<file path="src/rtl/pvs_pkg.sv">
// Notes on behaviour
// - master drives bit clock and frame sync; slave takes both as inputs
// - up to three full-duplex voice channels, at most 16 slots per frame
// - slot count per frame follows the selected port rate: 1, 2, 4, 8 or 16
// - a channel transmits and receives in the same slot
// - data output is high impedance in every slot without an active channel
// - data output released after the falling bit-clock edge in a slot's last bit
// - short or long frame sync selectable as master and as slave
// - short sync: one bit period high pulse per frame, on a rising edge
// - slave samples sync on falling edges; after a short sync the next rising edge starts slot 0 bit 0
// - long sync: three bit periods high, starting with the first bit of slot 0
// - narrowband: 13 sample bits per 16-bit word, position and order configurable
// - spare bits dropped on receive; sent as zeros, ones, sign or constant
// - reset format: 13-bit two's complement, left aligned, most significant bit first
// - wideband transparent mode carries encoded 16-bit words over the port
// - transparent wideband mode also works as slave
// - wideband codec mode carries linear 16-bit samples
// - multiplexed operation only allowed while in master operation
// - more multiplexed channels need a faster bit clock
// - mode changes only while stopped; restart uses the new setup
// - all settings are loadable by the host through the register port
// - two instances exist; pin ownership against the other audio port is selectable
package pvs_pkg;
	localparam int         PVS_ADDR_W      = 8;
	localparam logic [7:0] PVS_OFS_CTRL    = 8'h00;
	localparam logic [7:0] PVS_OFS_FMT     = 8'h04;
	localparam logic [7:0] PVS_OFS_SLOT    = 8'h08;
	localparam logic [7:0] PVS_OFS_CLKDIV  = 8'h0C;
	localparam logic [7:0] PVS_OFS_STATUS  = 8'h10;
	localparam logic [7:0] PVS_OFS_TX0     = 8'h20;
	localparam logic [7:0] PVS_OFS_RX0     = 8'h30;
	// control fields
	localparam int PVS_CTRL_EN      = 0;
	localparam int PVS_CTRL_MASTER  = 1;
	localparam int PVS_CTRL_LONG    = 2;
	localparam int PVS_CTRL_SLOTS   = 3;  // 3 bits, log2 of slots per frame
	localparam int PVS_CTRL_MODE    = 6;  // 2 bits
	localparam int PVS_CTRL_MUX     = 8;
	localparam int PVS_CTRL_OWN     = 9;
	// format fields, then the slot register field width
	localparam int PVS_FMT_POS      = 0;  // 2 bits, lowest bit of sample in word
	localparam int PVS_FMT_LSBF     = 2;
	localparam int PVS_FMT_FILL     = 3;  // 2 bits
	localparam int PVS_FMT_CONST    = 5;  // 3 bits
	localparam int PVS_SLOT_FLD_W   = 5;  // enable then 4-bit slot, per channel
	// reset values and the slot-count limit
	localparam logic [1:0]  PVS_POS_RST     = 2'h3;
	localparam logic [11:0] PVS_CLKDIV_RST  = 12'hF4;
	localparam logic [2:0]  PVS_SLOTS_MAX   = 3'h4;
	// framing figures
	localparam int         PVS_WORD_BITS   = 16;
	localparam int         PVS_SAMPLE_BITS = 13;
	localparam logic [7:0] PVS_LONG_BITS   = 8'h03;
	localparam int         PVS_CHANNELS    = 3;

	typedef enum logic [1:0] {
		PVS_MODE_NARROW = 2'h0,
		PVS_MODE_WBTRAN = 2'h1,
		PVS_MODE_WBCODEC = 2'h2
	} pvs_mode_t;

	typedef enum logic [1:0] {
		PVS_FILL_ZERO  = 2'h0,
		PVS_FILL_ONE   = 2'h1,
		PVS_FILL_SIGN  = 2'h2,
		PVS_FILL_CONST = 2'h3
	} pvs_fill_t;

	typedef struct packed {
		logic      own;
		logic      mux;
		pvs_mode_t mode;
		logic [2:0] slots_lg;
		logic      long_sync;
		logic      master;
		logic      en;
	} pvs_ctrl_t;

	typedef struct packed {
		logic [2:0] fill_const;
		pvs_fill_t  fill;
		logic       lsb_first;
		logic [1:0] pos;
	} pvs_fmt_t;
endpackage

</file>
<file path="src/rtl/pvs_port.sv">
`timescale 1ns/10ps
module pvs_port #(
	parameter int DIV_W = 12
) (
	// clock and reset
	input  wire logic                         clock_i,
	input  wire logic                         rst_i,
	// register port
	input  wire logic [pvs_pkg::PVS_ADDR_W-1:0] addr_i,
	input  wire logic [31:0]                  wdata_i,
	input  wire logic                         wr_i,
	input  wire logic                         rd_i,
	output logic [31:0]                       rdata_o,
	// bit clock pin
	input  wire logic                         bclk_i,
	output logic                              bclk_o,
	output logic                              bclk_oe_o,
	// frame sync pin
	input  wire logic                         fsync_i,
	output logic                              fsync_o,
	output logic                              fsync_oe_o,
	// serial data
	input  wire logic                         din_i,
	output logic                              dout_o,
	output logic                              dout_oe_o
);
	import pvs_pkg::*;

	if (DIV_W < 2 || DIV_W > 16) begin : g_chk
		$error("DIV_W must lie between 2 and 16");
	end

	pvs_ctrl_t         ctrl_q;
	pvs_fmt_t          fmt_q;
	logic [14:0]       slot_q;
	logic [DIV_W-1:0]  div_q;
	logic [15:0]       tx_q [PVS_CHANNELS];
	logic [15:0]       rx_q [PVS_CHANNELS];
	logic [2:0]        rx_new_q;
	logic [31:0]       rdata_q;

	logic              wr_ctrl;
	logic              rd_rx [PVS_CHANNELS];
	logic              wide;
	assign wr_ctrl = wr_i && addr_i == PVS_OFS_CTRL;
	assign wide    = ctrl_q.mode != PVS_MODE_NARROW;

	// every setting is loaded through this port
	// while running only the enable bit may change, so the host must stop first
	always_ff @(posedge clock_i or posedge rst_i) begin
		if (rst_i) begin
			ctrl_q <= '0;
		end else if (wr_ctrl) begin
			if (!ctrl_q.en) begin
				ctrl_q.en        <= wdata_i[PVS_CTRL_EN];
				ctrl_q.master    <= wdata_i[PVS_CTRL_MASTER];
				ctrl_q.long_sync <= wdata_i[PVS_CTRL_LONG];
				ctrl_q.slots_lg  <= (wdata_i[PVS_CTRL_SLOTS+:3] > PVS_SLOTS_MAX) ?
					PVS_SLOTS_MAX : wdata_i[PVS_CTRL_SLOTS+:3];
				ctrl_q.mode      <= pvs_mode_t'(wdata_i[PVS_CTRL_MODE+:2]);
				ctrl_q.mux       <= wdata_i[PVS_CTRL_MUX] & wdata_i[PVS_CTRL_MASTER];
				ctrl_q.own       <= wdata_i[PVS_CTRL_OWN];
			end else begin
				ctrl_q.en <= wdata_i[PVS_CTRL_EN];
			end
		end
	end

	always_ff @(posedge clock_i or posedge rst_i) begin
		if (rst_i) begin
			fmt_q  <= '{fill_const: 3'h0, fill: PVS_FILL_ZERO, lsb_first: 1'b0, pos: PVS_POS_RST};
			slot_q <= '0;
			div_q  <= DIV_W'(PVS_CLKDIV_RST);
		end else if (wr_i && !ctrl_q.en) begin
			if (addr_i == PVS_OFS_FMT)
				fmt_q <= pvs_fmt_t'(wdata_i[7:0]);
			if (addr_i == PVS_OFS_SLOT)
				slot_q <= wdata_i[14:0];
			if (addr_i == PVS_OFS_CLKDIV)
				div_q <= (wdata_i[DIV_W-1:0] == '0) ? DIV_W'(1) : wdata_i[DIV_W-1:0];
		end
	end

	// transmit samples may be refreshed while running; each is taken at its slot start
	always_ff @(posedge clock_i or posedge rst_i) begin
		if (rst_i) begin
			for (int i = 0; i < PVS_CHANNELS; i++)
				tx_q[i] <= '0;
		end else begin
			for (int i = 0; i < PVS_CHANNELS; i++)
				if (wr_i && addr_i == PVS_OFS_TX0 + 8'(4 * i))
					tx_q[i] <= wdata_i[15:0];
		end
	end

	// slave inputs: first stage feeds only the second
	logic bs1_q, bs2_q, bs3_q, fs1_q, fs2_q, di1_q, di2_q;
	always_ff @(posedge clock_i or posedge rst_i) begin
		if (rst_i) begin
			{bs1_q, bs2_q, bs3_q, fs1_q, fs2_q, di1_q, di2_q} <= '0;
		end else begin
			bs1_q <= bclk_i;
			bs2_q <= bs1_q;
			bs3_q <= bs2_q;
			fs1_q <= fsync_i;
			fs2_q <= fs1_q;
			di1_q <= din_i;
			di2_q <= di1_q;
		end
	end

	// master bit clock from a divider of the core clock
	logic [DIV_W-1:0] dcnt_q;
	logic             bclk_q, tick;
	assign tick = dcnt_q == div_q - DIV_W'(1);
	always_ff @(posedge clock_i or posedge rst_i) begin
		if (rst_i) begin
			dcnt_q <= '0;
			bclk_q <= 1'b0;
		end else if (!ctrl_q.en || !ctrl_q.master) begin
			dcnt_q <= '0;
			bclk_q <= 1'b0;
		end else if (tick) begin
			dcnt_q <= '0;
			bclk_q <= !bclk_q;
		end else begin
			dcnt_q <= dcnt_q + DIV_W'(1);
		end
	end

	logic rise_ev, fall_ev;
	always_comb begin
		if (ctrl_q.master) begin
			rise_ev = ctrl_q.en && tick && !bclk_q;
			fall_ev = ctrl_q.en && tick && bclk_q;
		end else begin
			rise_ev = ctrl_q.en && bs2_q && !bs3_q;
			fall_ev = ctrl_q.en && !bs2_q && bs3_q;
		end
	end

	// frame bit counter: slot in the upper nibble, bit in the lower
	logic [7:0] cnt_q, last, n_cnt;
	logic       locked_q, fs_prev_q;
	assign last  = 8'((PVS_WORD_BITS << ctrl_q.slots_lg) - 1);
	assign n_cnt = (cnt_q == last) ? 8'h00 : cnt_q + 8'h01;

	always_ff @(posedge clock_i or posedge rst_i) begin
		if (rst_i) begin
			cnt_q     <= '0;
			locked_q  <= 1'b0;
			fs_prev_q <= 1'b0;
		end else if (!ctrl_q.en) begin
			cnt_q     <= last;
			locked_q  <= 1'b0;
			fs_prev_q <= 1'b0;
		end else begin
			if (ctrl_q.master)
				locked_q <= 1'b1;
			if (rise_ev)
				cnt_q <= n_cnt;
			if (fall_ev && !ctrl_q.master) begin
				fs_prev_q <= fs2_q;
				if (!ctrl_q.long_sync && fs2_q) begin
					cnt_q    <= last;
					locked_q <= 1'b1;
				end else if (ctrl_q.long_sync && fs2_q && !fs_prev_q) begin
					cnt_q    <= 8'h00;
					locked_q <= 1'b1;
				end
			end
		end
	end

	// master frame sync changes on the rising bit-clock edge
	logic fsync_q;
	always_ff @(posedge clock_i or posedge rst_i) begin
		if (rst_i) begin
			fsync_q <= 1'b0;
		end else if (!ctrl_q.en || !ctrl_q.master) begin
			fsync_q <= 1'b0;
		end else if (rise_ev) begin
			if (ctrl_q.long_sync)
				fsync_q <= n_cnt < PVS_LONG_BITS;
			else
				fsync_q <= n_cnt == last;
		end
	end

	// slot owners; the lowest channel wins if two share a slot
	logic [2:0] hit_n, hit_c;
	always_comb begin
		for (int i = 0; i < PVS_CHANNELS; i++) begin
			hit_n[i] = slot_q[PVS_SLOT_FLD_W*i] && slot_q[PVS_SLOT_FLD_W*i+1+:4] == n_cnt[7:4]
				&& 8'(slot_q[PVS_SLOT_FLD_W*i+1+:4]) <= last[7:4];
			hit_c[i] = slot_q[PVS_SLOT_FLD_W*i] && slot_q[PVS_SLOT_FLD_W*i+1+:4] == cnt_q[7:4]
				&& 8'(slot_q[PVS_SLOT_FLD_W*i+1+:4]) <= last[7:4];
		end
	end

	logic [1:0] ch_n, ch_c;
	always_comb begin
		ch_n = hit_n[0] ? 2'd0 : (hit_n[1] ? 2'd1 : 2'd2);
		ch_c = hit_c[0] ? 2'd0 : (hit_c[1] ? 2'd1 : 2'd2);
	end

	function automatic logic [12:0] pvs_rev13(input logic [12:0] v);
		logic [12:0] r;
		for (int k = 0; k < PVS_SAMPLE_BITS; k++)
			r[k] = v[PVS_SAMPLE_BITS-1-k];
		return r;
	endfunction

	// narrowband packing: sample placed at pos, the three spare bits filled
	function automatic logic [15:0] pvs_pack(input logic [15:0] s, input pvs_fmt_t f, input logic w);
		logic [12:0] b;
		logic [15:0] fillw, mask;
		b     = f.lsb_first ? pvs_rev13(s[12:0]) : s[12:0];
		mask  = 16'(16'h1FFF << f.pos);
		unique case (f.fill)
			PVS_FILL_ZERO:  fillw = 16'h0000;
			PVS_FILL_ONE:   fillw = 16'hFFFF;
			PVS_FILL_SIGN:  fillw = {16{s[12]}};
			PVS_FILL_CONST: fillw = {f.fill_const, {13{1'b0}}} | 16'(f.fill_const);
		endcase
		if (w)
			return s;
		return (fillw & ~mask) | (16'(b) << f.pos);
	endfunction

	// receive unpacking: spare bits dropped, result sign extended
	function automatic logic [15:0] pvs_unpack(input logic [15:0] wd, input pvs_fmt_t f, input logic w);
		logic [12:0] b;
		logic [15:0] sh;
		sh = wd >> f.pos;
		b  = f.lsb_first ? pvs_rev13(sh[12:0]) : sh[12:0];
		if (w)
			return wd;
		return {{3{b[12]}}, b};
	endfunction

	// transmit: next bit presented at each rising edge, released after the last falling edge
	logic [15:0] txw_q;
	logic        dout_q, doe_q;
	logic [15:0] txnew;
	assign txnew = pvs_pack(tx_q[ch_n], fmt_q, wide);
	always_ff @(posedge clock_i or posedge rst_i) begin
		if (rst_i) begin
			txw_q  <= '0;
			dout_q <= 1'b0;
			doe_q  <= 1'b0;
		end else if (!ctrl_q.en || !ctrl_q.own) begin
			dout_q <= 1'b0;
			doe_q  <= 1'b0;
		end else if (rise_ev) begin
			if (hit_n != '0 && locked_q) begin
				doe_q <= 1'b1;
				if (n_cnt[3:0] == 4'h0) begin
					dout_q <= txnew[15];
					txw_q  <= {txnew[14:0], 1'b0};
				end else begin
					dout_q <= txw_q[15];
					txw_q  <= {txw_q[14:0], 1'b0};
				end
			end else begin
				doe_q <= 1'b0;
			end
		end else if (fall_ev && cnt_q[3:0] == 4'hF) begin
			doe_q <= 1'b0;
		end
	end

	// receive: sample on falling edges, word complete at the last bit of the slot
	logic [15:0] rsh_q;
	logic        rx_done;
	assign rx_done = fall_ev && locked_q && hit_c != '0 && cnt_q[3:0] == 4'hF;
	always_ff @(posedge clock_i or posedge rst_i) begin
		if (rst_i) begin
			rsh_q <= '0;
			for (int i = 0; i < PVS_CHANNELS; i++)
				rx_q[i] <= '0;
		end else if (fall_ev) begin
			rsh_q <= {rsh_q[14:0], di2_q};
			if (rx_done)
				rx_q[ch_c] <= pvs_unpack({rsh_q[14:0], di2_q}, fmt_q, wide);
		end
	end

	// new-sample flags: a set in the cycle of its clearing read wins
	always_comb begin
		for (int i = 0; i < PVS_CHANNELS; i++)
			rd_rx[i] = rd_i && addr_i == PVS_OFS_RX0 + 8'(4 * i);
	end
	always_ff @(posedge clock_i or posedge rst_i) begin
		if (rst_i) begin
			rx_new_q <= '0;
		end else begin
			for (int i = 0; i < PVS_CHANNELS; i++)
				if (rx_done && ch_c == 2'(i))
					rx_new_q[i] <= 1'b1;
				else if (rd_rx[i])
					rx_new_q[i] <= 1'b0;
		end
	end

	// read data valid in the cycle after the strobe; unmapped reads return zero
	always_ff @(posedge clock_i or posedge rst_i) begin
		if (rst_i) begin
			rdata_q <= '0;
		end else if (rd_i) begin
			unique case (addr_i)
				PVS_OFS_CTRL:   rdata_q <= 32'(ctrl_q.own) << PVS_CTRL_OWN | 32'(ctrl_q.mux) << PVS_CTRL_MUX
					| 32'(ctrl_q.mode) << PVS_CTRL_MODE | 32'(ctrl_q.slots_lg) << PVS_CTRL_SLOTS
					| 32'(ctrl_q.long_sync) << PVS_CTRL_LONG | 32'(ctrl_q.master) << PVS_CTRL_MASTER
					| 32'(ctrl_q.en);
				PVS_OFS_FMT:    rdata_q <= 32'(fmt_q);
				PVS_OFS_SLOT:   rdata_q <= 32'(slot_q);
				PVS_OFS_CLKDIV: rdata_q <= 32'(div_q);
				PVS_OFS_STATUS: rdata_q <= {24'h000000, cnt_q[7:4] == 4'h0, rx_new_q, 2'h0, locked_q, ctrl_q.en};
				PVS_OFS_TX0, PVS_OFS_TX0 + 8'h04, PVS_OFS_TX0 + 8'h08:
					rdata_q <= 32'(tx_q[addr_i[3:2]]);
				PVS_OFS_RX0, PVS_OFS_RX0 + 8'h04, PVS_OFS_RX0 + 8'h08:
					rdata_q <= 32'(rx_q[addr_i[3:2]]);
				default:        rdata_q <= 32'h00000000;
			endcase
		end else begin
			rdata_q <= 32'h00000000;
		end
	end

	// pin enables; the clock and sync lines stay driven low when a master is stopped
	logic bclk_oe_q, fsync_oe_q;
	always_ff @(posedge clock_i or posedge rst_i) begin
		if (rst_i) begin
			bclk_oe_q  <= 1'b0;
			fsync_oe_q <= 1'b0;
		end else begin
			bclk_oe_q  <= ctrl_q.own && ctrl_q.master;
			fsync_oe_q <= ctrl_q.own && ctrl_q.master;
		end
	end

	assign rdata_o    = rdata_q;
	assign bclk_o     = bclk_q;
	assign bclk_oe_o  = bclk_oe_q;
	assign fsync_o    = fsync_q;
	assign fsync_oe_o = fsync_oe_q;
	assign dout_o     = dout_q;
	assign dout_oe_o  = doe_q;
endmodule

</file>
<file path="config.mk">
export PLATFORM = sky130hd
export DESIGN_NAME = pvs_port
export DESIGN_NICKNAME = d
export VERILOG_FILES = /design/src/rtl/pvs_pkg.sv /design/src/rtl/pvs_port.sv
export SDC_FILE = /design/constraint.sdc
export NUM_CORES = 1
export LEC_CHECK = 0
export BUFFER_PORTS_ARGS = -buffer_cell sky130_fd_sc_hd__buf_2
export CORE_ASPECT_RATIO = 0.9
export CORE_UTILIZATION = 60
export CTS_CLUSTER_SIZE = 8
export DETAILED_ROUTE_END_ITERATION = 12
export GPL_TIMING_DRIVEN = 0
export PLACE_DENSITY = 0.79
export SLEW_MARGIN = 40
export SYNTH_ARGS = -nofsm -noshare
export SYNTH_HDL_FRONTEND = slang
export SYNTH_SLANG_ARGS = --single-unit
</file>
<file path="constraint.sdc">
create_clock -name clock_i -period 12.69 [get_ports clock_i]
set_clock_uncertainty 0.1 [all_clocks]
set_input_delay 1.9035 -clock clock_i [delete_from_list [all_inputs] [get_ports clock_i]]
set_output_delay 1.9035 -clock clock_i [all_outputs]
set_load 0.005 [all_outputs]
</file>
* After elaboration in Yosys (flattened, before gate mapping) *
Index checks and enable logic that the tools add are counted.

operators by class
  $add $sub $neg = 4
  $lt $le $gt $ge = 9
  eq/ne operators = 26
  shift-type cells = 4
  multiplexer cells = 69
  bitwise logic cells = 16
  reduce and logical (&&, ||, !) cells = 77

operators by type and width
  operator                                                               number
  16-bit two-way mux                                                     14
  16-bit case mux with 7 select lines                                    1
  16-bit binary-select mux with 2-bit select                             3
  16-bit case mux with 4 select lines                                    1
  48-bit bitwise mux                                                     1
  8-bit by 6-bit equality test with 1-bit output, second input constant  6
  8-bit two-way mux                                                      6
  1-bit logical AND                                                      41
  12-bit two-way mux                                                     3
  16-bit demux with 2-bit select                                         1
  32-bit two-way mux                                                     1
  1-bit two-way mux                                                      31
  13-bit two-way mux                                                     2
  4-bit equality test                                                    6
  16-bit AND                                                             1
  8-bit by 4-bit equality test with 1-bit output, second input constant  2
  8-bit equality test                                                    2
  16-bit inverter                                                        1
  16-bit OR                                                              1
  16-bit by 3-bit OR with 16-bit output                                  1
  2-bit nonzero test                                                     8
  13-bit by 2-bit << shifter with 16-bit output                          1
  13-bit by 2-bit << shifter with 16-bit output, first input constant    1
  16-bit by 2-bit right shift with 13-bit output                         1
  38 further kinds                                                       69

word-level totals
  register bits after elaboration = 241
  input bits = 47
  output and inout port bits = 38
  logic and storage cells = 246

* Depth between registers and ports, before layout *
Gate-level depths: netlist (run 1).

  depth in word-level cells = 21
  gate-level depth with buffers = 18
  mapped depth without buffers = 13

* Least setup slack after synthesis (run 1) *
OpenSTA, ideal clock, no wires.

  kind = register to register
  start = reg cnt_q[0]
  end = reg txw_q[12]
  setup time = 128 ps
  arrival time = 3672 ps
  path slack = 8790 ps
  cell stages (with the launch flop) = 15
  path buffers = 3
  cell sequence = dfrtp_1 -> ha_1 -> nand3_4 -> or3_4 -> and2_4 -> buf_6 -> a221o_1 -> nor3_2 -> buf_6 -> buf_2 -> mux2_2 -> mux4_2 -> mux2_2 -> mux2i_1 -> o21ai_0

between the ends
  cells in the longest elaborated chain, start to end = 16
  elaborated cells on any way between the ends = 30
  classes of those cells = add/sub (1); eq/ne (4); shift (1); mux (11); bitwise (3); reduce/logical (10)

ends and longest elaborated chain
  what                                                                                  RTL line                          RTL
  from (decl)                                                                           pvs_port.sv:143                   logic [7:0] cnt_q, last, n_cnt;
  from (signal assigned)                                                                pvs_port.sv:154                   cnt_q <= last;
  from (signal assigned)                                                                pvs_port.sv:161                   cnt_q <= n_cnt;
  from (signal assigned)                                                                pvs_port.sv:165                   cnt_q <= last;
  8-bit by 1-bit adder with 8-bit output / 8-bit equality test (equally long branches)  pvs_port.sv:146                   assign n_cnt = (cnt_q == last) ? 8'h00 : cnt_q + 8'h01;
  8-bit two-way mux *                                                                   pvs_port.sv:146
  4-bit equality test                                                                   pvs_port.sv:194                   hit_n[i] = slot_q[PVS_SLOT_FLD_W*i] && slot_q[PVS_SLOT_FLD_W*i+1+:4] == n_cnt[7:4]
  1-bit logical AND                                                                     pvs_port.sv:194
  1-bit logical AND                                                                     pvs_port.sv:195                   && 8'(slot_q[PVS_SLOT_FLD_W*i+1+:4]) <= last[7:4];
  2-bit two-way mux (2 in series)                                                       pvs_port.sv:203                   ch_n = hit_n[0] ? 2'd0 : (hit_n[1] ? 2'd1 : 2'd2);
  2-bit inverter with 3-bit output (implied by the code)                                pvs_port.sv:246                   assign txnew = pvs_pack(tx_q[ch_n], fmt_q, wide);
  16-bit binary-select mux with 2-bit select                                            pvs_port.sv:246
  16-bit two-way mux (implied by the code) (2 in series)                                pvs_port.sv:246
  16-bit case mux with 4 select lines / 13-bit two-way mux (equally long branches)      pvs_port.sv:220, pvs_port.sv:218
  16-bit AND / 13-bit by 2-bit << shifter with 16-bit output (equally long branches)    pvs_port.sv:228                   return (fillw & ~mask) | (16'(b) << f.pos);
  16-bit OR                                                                             pvs_port.sv:228
  16-bit two-way mux                                                                    pvs_port.sv:228
  16-bit two-way mux                                                                    pvs_port.sv:258                   if (n_cnt[3:0] == 4'h0) begin
  to (signal assigned)                                                                  pvs_port.sv:260                   txw_q <= {txnew[14:0], 1'b0};
  to (signal assigned)                                                                  pvs_port.sv:263                   txw_q <= {txw_q[14:0], 1'b0};
  to (decl)                                                                             pvs_port.sv:243                   logic [15:0] txw_q;

Mark *: on every way between the ends. The rest lies on a longest branch, timed or not. The select of a mux whose other input is x is not followed.
A chain may end at the register's enable or synchronous reset.

* Worst setup path after layout (run 1) *
  start = reg ctrl_q[5] in the netlist's numbering
  end = reg txw_q[15]

between the ends
  cells in the longest elaborated chain, start to end = 18
  elaborated cells on any way between the ends = 34
  classes of those cells = add/sub (1); order compare (3); eq/ne (4); shift (2); mux (11); bitwise (3); reduce/logical (10)

ends and longest elaborated chain
  what                                                                                RTL line                          RTL
  from (decl)                                                                         pvs_port.sv:33                    pvs_ctrl_t ctrl_q;
  5-bit by 3-bit << shifter with 8-bit output *                                       pvs_port.sv:145                   assign last = 8'((PVS_WORD_BITS << ctrl_q.slots_lg) - 1);
  8-bit by 2-bit subtractor with 8-bit output *                                       pvs_port.sv:145
  8-bit equality test                                                                 pvs_port.sv:146
  8-bit two-way mux                                                                   pvs_port.sv:146
  4-bit equality test                                                                 pvs_port.sv:194
  1-bit logical AND                                                                   pvs_port.sv:194
  1-bit logical AND                                                                   pvs_port.sv:195
  2-bit two-way mux (2 in series)                                                     pvs_port.sv:203
  2-bit inverter with 3-bit output (implied by the code)                              pvs_port.sv:246
  16-bit binary-select mux with 2-bit select                                          pvs_port.sv:246
  16-bit two-way mux (implied by the code) (2 in series)                              pvs_port.sv:246
  16-bit case mux with 4 select lines / 13-bit two-way mux (equally long branches)    pvs_port.sv:220, pvs_port.sv:218
  16-bit AND / 13-bit by 2-bit << shifter with 16-bit output (equally long branches)  pvs_port.sv:228
  16-bit OR                                                                           pvs_port.sv:228
  16-bit two-way mux                                                                  pvs_port.sv:228
  16-bit two-way mux                                                                  pvs_port.sv:258

Marks and branches as above.

==> results.txt, run 1 <==
The flow ran to the end, and the final reports show no timing, DRC or antenna violations. H-tree level count: 2. The gate count after technology mapping is 1301, and the largest net degree at the start of global routing is 76. The part of the power in registers was 0.415. The flip-flop and latch area is 5610 um^2, and the HPWL reported at the end of detailed placement is 30.2 mm.

The logs give 0 for the number of nets with antenna violations after routing and 10700 for the number of global-route vias before repair. The post-route fraction of the period consumed by the critical path is 0.379, and the met3 capacity usage during global routing is 0.0680. In this run, the number of DRC markers left after iteration 0 of detailed routing was 1235. Setup repair after global routing left no endpoint under its margin.

The via-per-instance ratio is 6.66. Total clock sinks: 224. The repair_antennas step left the layout with diodes totalling 0.

In the routed design, unresolved DRC markers number 0. The class of the most critical setup path is register to register. In this design, the critical path's most frequently occurring cell is buf_2. Summing all placed instances gives a cell area of 14200 um^2.

In this run the worst hold path is classified as register to register. The analysis attributes to net switching a power of 0.499 mW. The fraction of power spent switching nets works out to 0.273. Among cell families on the critical path, the largest total delay comes from compound AO/OA/AOI/OAI gates. The top cell types in the final layout, fill and taps aside, are 217 x dfrtp_1, 166 x mux2_2, 108 x nor2_1, 82 x a21oi_1, 75 x nand2_1.

After clock tree synthesis, the flow added hold-fix buffers numbering 0. For this run the aggregate overflow at the end of global routing stands at 0. Counting both buffers and inverters, the worst setup path holds a total of 5. The wire length of the first global-routing pass was 63.3 mm. The final instance area came out at 15200 um^2. The number of antenna violations at the first check in global routing was 0; the data arrival at the endpoint of the critical path was 5.09 ns.

The met2 usage in global routing is 0.547. The detailed-routing iteration count for the pre-antenna-repair pass was 6; the setup slack after layout was 7.88 ns. Of all nets on the critical path, the largest fanout is 10. The starting density of the core was 0.616; the mapped cell area was 13400 um^2.

The filler cell count came out at 1676. Max-cap violations in this run came to 0. The setup-violating endpoint count in the final report is 0, and the normalized max-slew margin is 0.409. Each instance of the synthesized netlist takes up on average 10.3 um^2. The die is 144 um tall. The count of final hold-check violations was 0; the largest incremental delay on the critical path was 0.67 ns. After clock tree synthesis, the clock-pin slew on the worst setup and hold paths is 0.05 ns. Leaving out filler cells and counting taps, the final layout contains 1712. The number of gates resized after CTS was 0. The worst setup path is captured at a register. Among all flip-flop cells after synthesis, the most frequent one is dfrtp_1.

The max-slew violation count is 0, and the share of total power in the clock network is 0.453. The library cell used most frequently in the layout, excluding fill and tap cells, is dfrtp_1. The logs give 12.97 ns for the required time of the critical path and 3 for the buffer depth of the longest clock path. Counting flops and latches in the post-synthesis netlist gives 224. After routing, the total negative slack on setup checks comes to 0 ns. The tools report the last weighted congestion value of the routability-driven placer as 0.999. Nature of the critical path startpoint: a register. During placement, the flow inserted port buffers numbering 48.

The slowest stage of the critical path is the a21oi_1 cell. Including well taps, the total number of placed cells is 1658. For the met1 routing resource usage after global routing, the log shows 0.526. The total routing resource utilization after global routing came out at 0.365. In this run, distinct cell masters in the synthesized netlist total 84.

The power per standard cell area was 120 nW/um^2; the post-synthesis to final-layout area growth was 12.8%. In the final layout, the multi-input gates occupy 7270 um^2. The later pin in the worst-skew pair is clocked with a latency of 0.52 ns. Wires add up to 41.2 mm. The signal on the critical path passes through buf_2 -> a21oi_1 -> o211ai_1 -> a31oi_2 -> mux2i_1 -> nor3_2 -> buf_6 -> buf_2 -> inv_1 -> a311oi_1 -> buf_2 -> nand2_1 -> a311oi_1 -> nor2_1. Pin placement for this block handled 85 I/O pins.

The core region is 21800 um^2. For this run, the post-layout net count is 1467. For the buffer count from post-CTS setup fixing, the log shows 0. In this run the core area contains 51 standard-cell rows.

For the pin with the worst max-slew slack, the measured transition is 0.887 ns. Summing over every cut layer, the via total after detailed routing is 11400. The die covers 23000 um^2. The busiest layer in global routing was met2. The combinational share of power is 0.131, and the cell-internal power is 1.33 mW. For the finished layout, the period the worst path requires is 4.81 ns. The number of enable flip-flop cells after synthesis works out to 0. The tools report the worst ir drop on vdd as 0.000110 V.

In the final routed layout, each cell accounts on average for 24.1 um. In this run the clock root is driven by a clkbuf_16. Clock tree synthesis inserted a total of 34 buffers. The tools report the synthesis warning total as 0. The maximum clock frequency is 0.208 GHz, and the fraction of layout cells with a size suffix above 1 is 0.245.

At the placement stage, the worst setup path has a slack of 8.04 ns. Share of flip-flops with an asynchronous set or reset: 1.00. From left edge to right edge, the die measures 160 um. For this design the static power due to leakage is 6.78 nW. TritonCTS built the clock tree. The sequential-to-total area share from yosys stat came out at 0.418.
==> power by group through the flow <==
stage,logic (mW),registers (mW),clock network [mW]
after CTS,0.233,0.756,0.831
final,0.239,0.758,0.827
after floorplan,0.162,0.758,0
after global placement,0.225,0.766,0
after detailed placement,0.232,0.767,0
after global routing,0.255,0.758,0.865
==> cells by family after synthesis <==
kind of cell / share of synthesized area
AO/OA/AOI/OAI: 0.134
XOR/XNOR: 0.0327
adder cells (fa/ha/maj): 0.0158
buffers and inverters: 0.0458
flip-flops: 0.418
multiplexers: 0.227
other: 0.000279
AND/OR/NAND/NOR: 0.127
==> cells in the mapped netlist (all sizes together), types with 22 or more instances <==
cell type | count | area [um^2]
a21oi | 82 | 410
buf | 46 | 278
clkbuf | 56 | 210
dfrtp | 217 | 5430
inv | 34 | 128
mux2 | 166 | 1870
mux2i | 71 | 711
nand2 | 75 | 282
nand3 | 25 | 143
nor2 | 109 | 412
nor3 | 22 | 120
o21ai | 46 | 234
xnor2 | 28 | 245
==> worst register-to-register path, delay by kind of cell, from the launching register on <==
kind            cells  cell delay (ns)
compound gates      5             2.19
mux                 1             0.25
simple gates        3             0.59
flops               1             0.35
buf+inv             5             1.20
==> final timing paths <==
check,startpoint,end,slack (ns),cells after the start
worst max-delay path,ctrl_q[5],txw_q[15],7.88,14
worst min-delay path,di1_q,di2_q,0.25,0
worst max register to register,ctrl_q[5],txw_q[15],7.88,14
worst min register to register,di1_q,di2_q,0.25,0
max in group asynchronous,rst_i,div_q[7],10.19,4
min in group asynchronous,rst_i,tx_q[39],1.26,2
==> through the flow <==
| stage | utilization | power [mW] | hold slack, ns |
|---|---|---|---|
| 6_report | 0.695 | 1.82 | 0.251 |
| 5_1_grt | 0.695 | 1.88 | 0.268 |
| 4_1_cts | 0.695 | 1.82 | 0.253 |
| 3_5_place_dp | 0.651 | 0.999 | 0.239 |
| 3_3_place_gp | 0.646 | 0.991 | 0.233 |
| 2_1_floorplan | - | 0.921 | 0.231 |
==> flip-flops by register name, summed over array words and instances (netlist names), 8 cells and up <==
| signal | flops |
|---|---|
| tx_q | 48 |
| slot_q | 15 |
| ctrl_q | 10 |
| rsh_q | 15 |
| rdata_o | 16 |
| fmt_q | 8 |
| rx_q | 48 |
| txw_q | 15 |
| div_q | 12 |
| cnt_q | 8 |
| dcnt_q | 12 |
==> final cells by class <==
| type | instances | share of cell area |
|---|---|---|
| Inverter | 34 | 0.00891 |
| Clock buffer | 51 | 0.0610 |
| Sequential cell | 224 | 0.370 |
| Multi-Input combinational cell | 956 | 0.479 |
| Tap cell | 291 | 0.0240 |
| Buffer | 102 | 0.0324 |
| Clock inverter | 3 | 0.00289 |
| Timing Repair Buffer | 51 | 0.0213 |
==> routing by layer <==
layer,vias up,part of all wire
met5,-,0
met2,642,0.44
met1,5698,0.43
li1,4962,-
met3,106,0.099
met4,0,0.037
Note: power is estimated with default switching activity, not from simulation.
==> run 2: changes to the inputs <==
==> constraint.sdc (replaced) <==
create_clock -name clock_i -period 4.9 [get_ports clock_i]
set_clock_uncertainty 0.1 [all_clocks]
set_input_delay 0.735 -clock clock_i [delete_from_list [all_inputs] [get_ports clock_i]]
set_output_delay 0.735 -clock clock_i [all_outputs]
set_load 0.005 [all_outputs]
==> results.txt, run 2 (same netlist as run 1, synthesis figures left out) <==
The flow ran to the end, and the final reports show no timing, DRC or antenna violations. The maximum fanout encountered on the critical timing path is 10. The antenna cell count was 0.

At the end of the flow, the number of nets in the layout was 1474. The run gives 34 as the number of clock buffers inserted by TritonCTS. The tools report the total detailed-routing wirelength as 41.2 mm. The fraction of power spent switching nets came out at 0.274. After detailed routing, the number of remaining DRC violations is 0. Measured along the y axis, the die boundary spans 144 um. The final worst hold slack came out at 0.0276 ns. The nature of the critical path startpoint was a register. The required time of the critical path was 5.19 ns; the number of port buffers was 48. In this run the static leakage power is 6.85 nW. TritonCTS built the clock tree. The worst slack at placement was 0.214 ns; the max-slew violation count was 0. Clock slew at the register clock pins of the worst setup and hold paths: 0.06 ns.

The run gives 0 as the number of antenna violations at the first check in global routing. The finished layout holds 1719 standard cells, fillers aside. In this run the power spent charging and discharging nets is 1.30 mW.

The first global-routing pass estimated 63.1 mm of wire. The multi-input combinational cells in the finished layout cover a total of 7280 um^2. The tools report the starting density of the core as 0.616. End-of-flow core utilization: 0.701.

For the cell row count, the log shows 51. Via-per-instance ratio: 6.69. For the insertion delay of the later-clocked pin in the worst-skew pair, the log shows 0.52 ns. The violation count after the first detailed-routing iteration was 1235; the share of total power in the clock network was 0.451.

The run gives 0 as the number of max-capacitance violations reported. The critical path is of the register to register type. The tools report the endpoint type of the worst setup path as a register.

Dividing the detail-routed wire length by the instance count gives 24.0 um. The setup slack after layout is 0.142 ns, and the maximum clock frequency is 0.210 GHz. In this run the deepest clock path goes through 3 buffers. CTS root buffer: clkbuf_16. The tools report the cell-internal power as 3.43 mW.

The post-route fraction of the period consumed by the critical path was 0.971. Die width: 160 um. The run gives 0.415 as the part of the power in registers.

The setup-violating endpoint count in the final report was 0; the top-level I/O count was 85. The tools report the filler cell count as 1657. The logs give 10900 for the number of global-route vias before repair and 224 for the total clock sinks.

The post-synthesis to final-layout area growth was 13.8%. Setup repair after global routing left no endpoint under its margin. In the final layout, flip-flops and latches occupy 5610 um^2.

For the worst flop-to-flop path, the logic depth is 13. The H-tree level count was 2; the power per standard cell area was 309 nW/um^2. The normalized max-slew margin came out at 0.421.

The run gives 0 as the total congestion overflow. Once detail routing completed, the nets flagged for antenna violations numbered 0. Worst ir drop on vdd: 0.000374 V.

The transition at the pin with the smallest max-transition slack came out at 0.863 ns. In the layout the commonest cells are 217 x dfrtp_1, 166 x mux2_2, 107 x nor2_1, 82 x a21oi_1, 75 x nand2_1. Summed over all nets, the half-perimeter wirelength after detailed placement is 30.5 mm. The combinational share of power was 0.134; the total design power was 4.73 mW. The overall via count from detail_route is 11500, and the number of cells after detailed placement is 1665. The die covers 23000 um^2. The count of final hold-check violations came out at 0. The path class of the tightest hold or removal check is input pin to asynchronous set/reset pin. The total routing resource utilization after global routing is 0.363, and the final critical-path required period is 4.76 ns.

The first detailed-routing pass ran for 8 iterations. The region available for standard cell placement spans 21800 um^2. The fraction of layout cells with a size suffix above 1 was 0.249. Leaving out fill and tap cells, the most frequent cell in the layout is dfrtp_1.

Largest net degree at the start of global routing: 28. The run gives 1.01 as the last weighted congestion value of the routability-driven placer. The tools report the data arrival at the endpoint of the critical path as 5.05 ns.
-- run 2: cell types whose count changed in the layout (fill, tap and decap cells not counted) --
cell and delta:
nor2_2 +1, inv_8 -1, clkbuf_1 +1, clkbuf_8 -1
buf_12 +6, buf_16 +1, nor2_1 -1, clkinv_4 +1
-- run 2: layout make-up --
cell class,instances,area share
Timing Repair Buffer,58,0.0307
Buffer,102,0.0321
Clock inverter,3,0.00294
Multi-Input combinational cell,956,0.475
Inverter,34,0.00858
Sequential cell,224,0.367
Tap cell,291,0.0238
Clock buffer,51,0.0598
-- run 2: path summary, 6_finish.rpt --
| check | end | start | slack (ns) |
|---|---|---|---|
| worst max-delay path | rx_q[18] | div_q[0] | 0.14 |
| worst min register to register | di2_q | di1_q | 0.27 |
| worst max register to register | rx_q[18] | div_q[0] | 0.14 |
| max in group asynchronous | dcnt_q[7] | rst_i | 3.74 |
| min in group clock_i | di1_q | din_i | 0.22 |
| worst min-delay path | tx_q[39] | rst_i | 0.03 |
-- run 2: critical path, stage by stage, from the launching register on --
cell	delay (ns)
dfrtp_1	0.43
inv_1	0.09
ha_1	0.21
or4b_1	0.55
or3_1	0.36
and3_1	0.19
o31a_1	0.31
o2111ai_2	0.32
nor2_1	0.12
o21ai_2	0.58
nor3_1	0.13
nand3_1	0.50
buf_2	0.36
mux2_2	0.37
-- run 2: power by group through the flow --
stage	Combinational, mW	Clock, mW	Sequential (mW)
floorplan	0.421	0	1.96
detailed placement	0.612	0	1.99
global placement	0.578	0	1.99
global route	0.675	2.23	1.96
finish	0.634	2.13	1.96
CTS	0.617	2.14	1.96
-- run 2: per-layer routing --
| metal | wire length (um) | share of wire | global-route usage |
|---|---|---|---|
| met4 | 2220 | 0.054 | 0.196 |
| met2 | 17700 | 0.43 | 0.538 |
| met3 | 4700 | 0.11 | 0.0754 |
| met5 | 0 | 0 | 0 |
| met1 | 16500 | 0.40 | 0.503 |
-- run 2: timing repair --
item,CTS,global route
buffers inserted,0,0
endpoints found under the setup margin,0,2
resized for setup,0,1
hold buffers,0,0
-- run 2: per-stage QoR --
| stage | instance area [um^2] | TNS [ns] |
|---|---|---|
| 5_1_grt | 15300 | 0 |
| 2_1_floorplan | 13500 | 0 |
| 6_report | 15300 | 0 |
| 3_3_place_gp | 14100 | -27.55 |
| 3_5_place_dp | 14300 | 0 |
| 4_1_cts | 15300 | 0 |
==> run 3: changes to the inputs <==
--- a/config.mk
+++ b/config.mk
@@ -10,8 +10,8 @@
 export CORE_UTILIZATION = 60
 export CTS_CLUSTER_SIZE = 8
 export DETAILED_ROUTE_END_ITERATION = 12
-export GPL_TIMING_DRIVEN = 0
 export PLACE_DENSITY = 0.79
+export SETUP_SLACK_MARGIN = 0.05
 export SLEW_MARGIN = 40
 export SYNTH_ARGS = -nofsm -noshare
 export SYNTH_HDL_FRONTEND = slang
==> results.txt, run 3 (same netlist as run 1, synthesis figures left out) <==
The floorplan step defined a die boundary enclosing 23000 um^2. The met3 capacity usage during global routing came out at 0.0769. The setup total negative slack is 0 ns, and the required time of the critical path is 5.24 ns. The HPWL reported at the end of detailed placement was 25.9 mm; the transition at the pin with the smallest max-transition slack was 0.790 ns.

For the total routing resource utilization after global routing, the log shows 0.326. The run gives 51 as the cell row count. For this run the aggregate overflow at the end of global routing stands at 0. Detailed-routing iteration count for the pre-antenna-repair pass: 6. Leaving out fill and tap cells, the most frequent cell in the layout is dfrtp_1.

Setup repair after global routing left no endpoint under its margin. For the number of antenna violations at the first check in global routing, the log shows 1. The tools report the total detailed-routing wirelength as 37.1 mm. The max-slew violation count is 0.

Entering global routing, the biggest net connects 123 pins. Dividing the detail-routed wire length by the instance count gives 22.5 um. The critical path in this run is classified as register to register.

The routed layout has 10800 vias. The starting density of the core is 0.616, and the number of port buffers is 52. Once placement completed, the tool counted placed cells totaling 1588. The logs give 4.86 ns for the data arrival at the endpoint of the critical path and 0 for the buffer count from post-CTS setup fixing.

The clock passes through at most 3 buffers. Across the run, the number of max-cap violations was 0. The die is 160 um wide. Top-level I/O count: 85. Clock tree synthesis inserted a total of 31 buffers. In this run the worst hold path is classified as input pin to asynchronous set/reset pin. The finished layout holds 1646 standard cells, fillers aside. After clock tree synthesis, the clock-pin slew on the worst setup and hold paths is 0.05 ns. The antenna cell count was 0.

For the maximum clock frequency, the log shows 0.221 GHz. Setup violations remaining at the end of the flow were counted as 0. In this run, the number of DRC markers left after iteration 0 of detailed routing was 1091.

The tools report the normalized max-slew margin as 0.470. The count of final hold-check violations is 0, and the wire length of the first global-routing pass is 58.0 mm. The vertical extent of the die was 144 um; the maximum fanout encountered on the critical timing path was 20. Summed over all cells, the static leakage comes to 6.62 nW. In the routed layout, each cell is associated on average with a via count of 6.57. In the layout the commonest cells are 217 x dfrtp_1, 166 x mux2_2, 107 x nor2_1, 82 x a21oi_1, 75 x nand2_1. For the total clock sinks, the log shows 224. The logs give 0 for the DRC violations left and 0 for the post-cts resize count. The net count of the finished layout was 1394. TritonCTS built the clock tree.

The global routing stage identified its most utilized layer as met2. The end-of-flow core utilization came out at 0.679. Nature of the critical path startpoint: a register. The last weighted congestion value of the routability-driven placer is 1.01. The area growth from synthesis to layout is 10.2%.

The fraction of layout cells with a size suffix above 1 was 0.252. The flow ran to the end, and the final reports show no timing, DRC or antenna violations. The tools report the met2 usage in global routing as 0.507.

The count of hold-fix buffers inserted at cts was 0; the met1 routing resource usage after global routing was 0.442. STA classifies the critical path endpoint as a register. Dividing total power by cell area gives a power density of 305 nW/um^2. The cell sitting at the root of the clock tree is a clkbuf_16. For the worst-skew pair, the clock arrives at the later sink with an insertion delay of 0.58 ns. Subtracting the final worst setup slack from the clock period gives 4.52 ns.

VDD sags by at most 0.000277 V. The core region is 21800 um^2. Number of global-route vias before repair: 10500. The post-route fraction of the period consumed by the critical path is 0.922, and the number of nets with antenna violations after routing is 0.

For the H-tree level count, the log shows 1.
==> run 3: cell types whose count changed in the layout (fill, tap and decap cells not counted), sizes merged <==
cell and delta:
buf -21, clkbuf -50, clkinv -2
==> run 3: layer usage <==
layer,share of wire,vias to the layer above
met1,0.41,5279
li1,-,4823
met5,0.00022,-
met3,0.10,103
met2,0.45,604
met4,0.040,2
==> run 3: stage by stage <==
step	hold WS, ns	power, mW	worst slack (ns)	instance area [um^2]
finish	0.132	4.52	0.382	14800
global placement	0.232	2.53	0.567	13900
CTS	0.155	4.53	0.492	14800
detailed placement	0.242	2.54	0.512	13900
floorplan	0.231	2.38	1.00	13500
global route	0.171	4.66	0.114	14800
==> run 3: power by group <==
group	leakage (nW)	total [mW]	switching [mW]	internal, mW
logic	3.17	0.551	0.332	0.219
clock network	0.423	1.99	0.803	1.19
registers	3.03	1.98	0.0794	1.90
total	6.62	4.52	1.21	3.30
==> run 3: final cells by class <==
class,count,area [um^2]
Clock inverter,1,20.0
Sequential cell,224,5620
Multi-Input combinational cell,956,7300
Inverter,34,131
Fill cell,1663,7000
Timing Repair Buffer,83,518
Tap cell,291,364
Clock buffer,57,873
==> run 3: critical path, stage by stage (launching register included) <==
cell	delay (ns)
dfrtp_1	0.49
nor2_1	0.57
ha_1	0.37
nor2b_1	0.13
o211ai_1	0.15
a21oi_1	0.12
a221o_1	0.33
nor3_2	0.25
buf_12	0.22
mux2_2	0.38
mux4_2	0.50
or2_2	0.29
a211oi_1	0.34
o31ai_1	0.13
==> run 3: final timing paths <==
| check | start | endpoint | slack (ns) | cells past startpoint |
|---|---|---|---|---|
| worst min register to register | fs1_q | fs2_q | 0.25 | 0 |
| worst min-delay path | rst_i | txw_q[8] | 0.13 | 2 |
| worst max-delay path | ctrl_q[4] | txw_q[7] | 0.38 | 13 |
| max in group asynchronous | rst_i | dcnt_q[10] | 3.44 | 3 |
| worst max register to register | ctrl_q[4] | txw_q[7] | 0.38 | 13 |
| min in group clock_i | fsync_i | fs1_q | 0.16 | 1 |
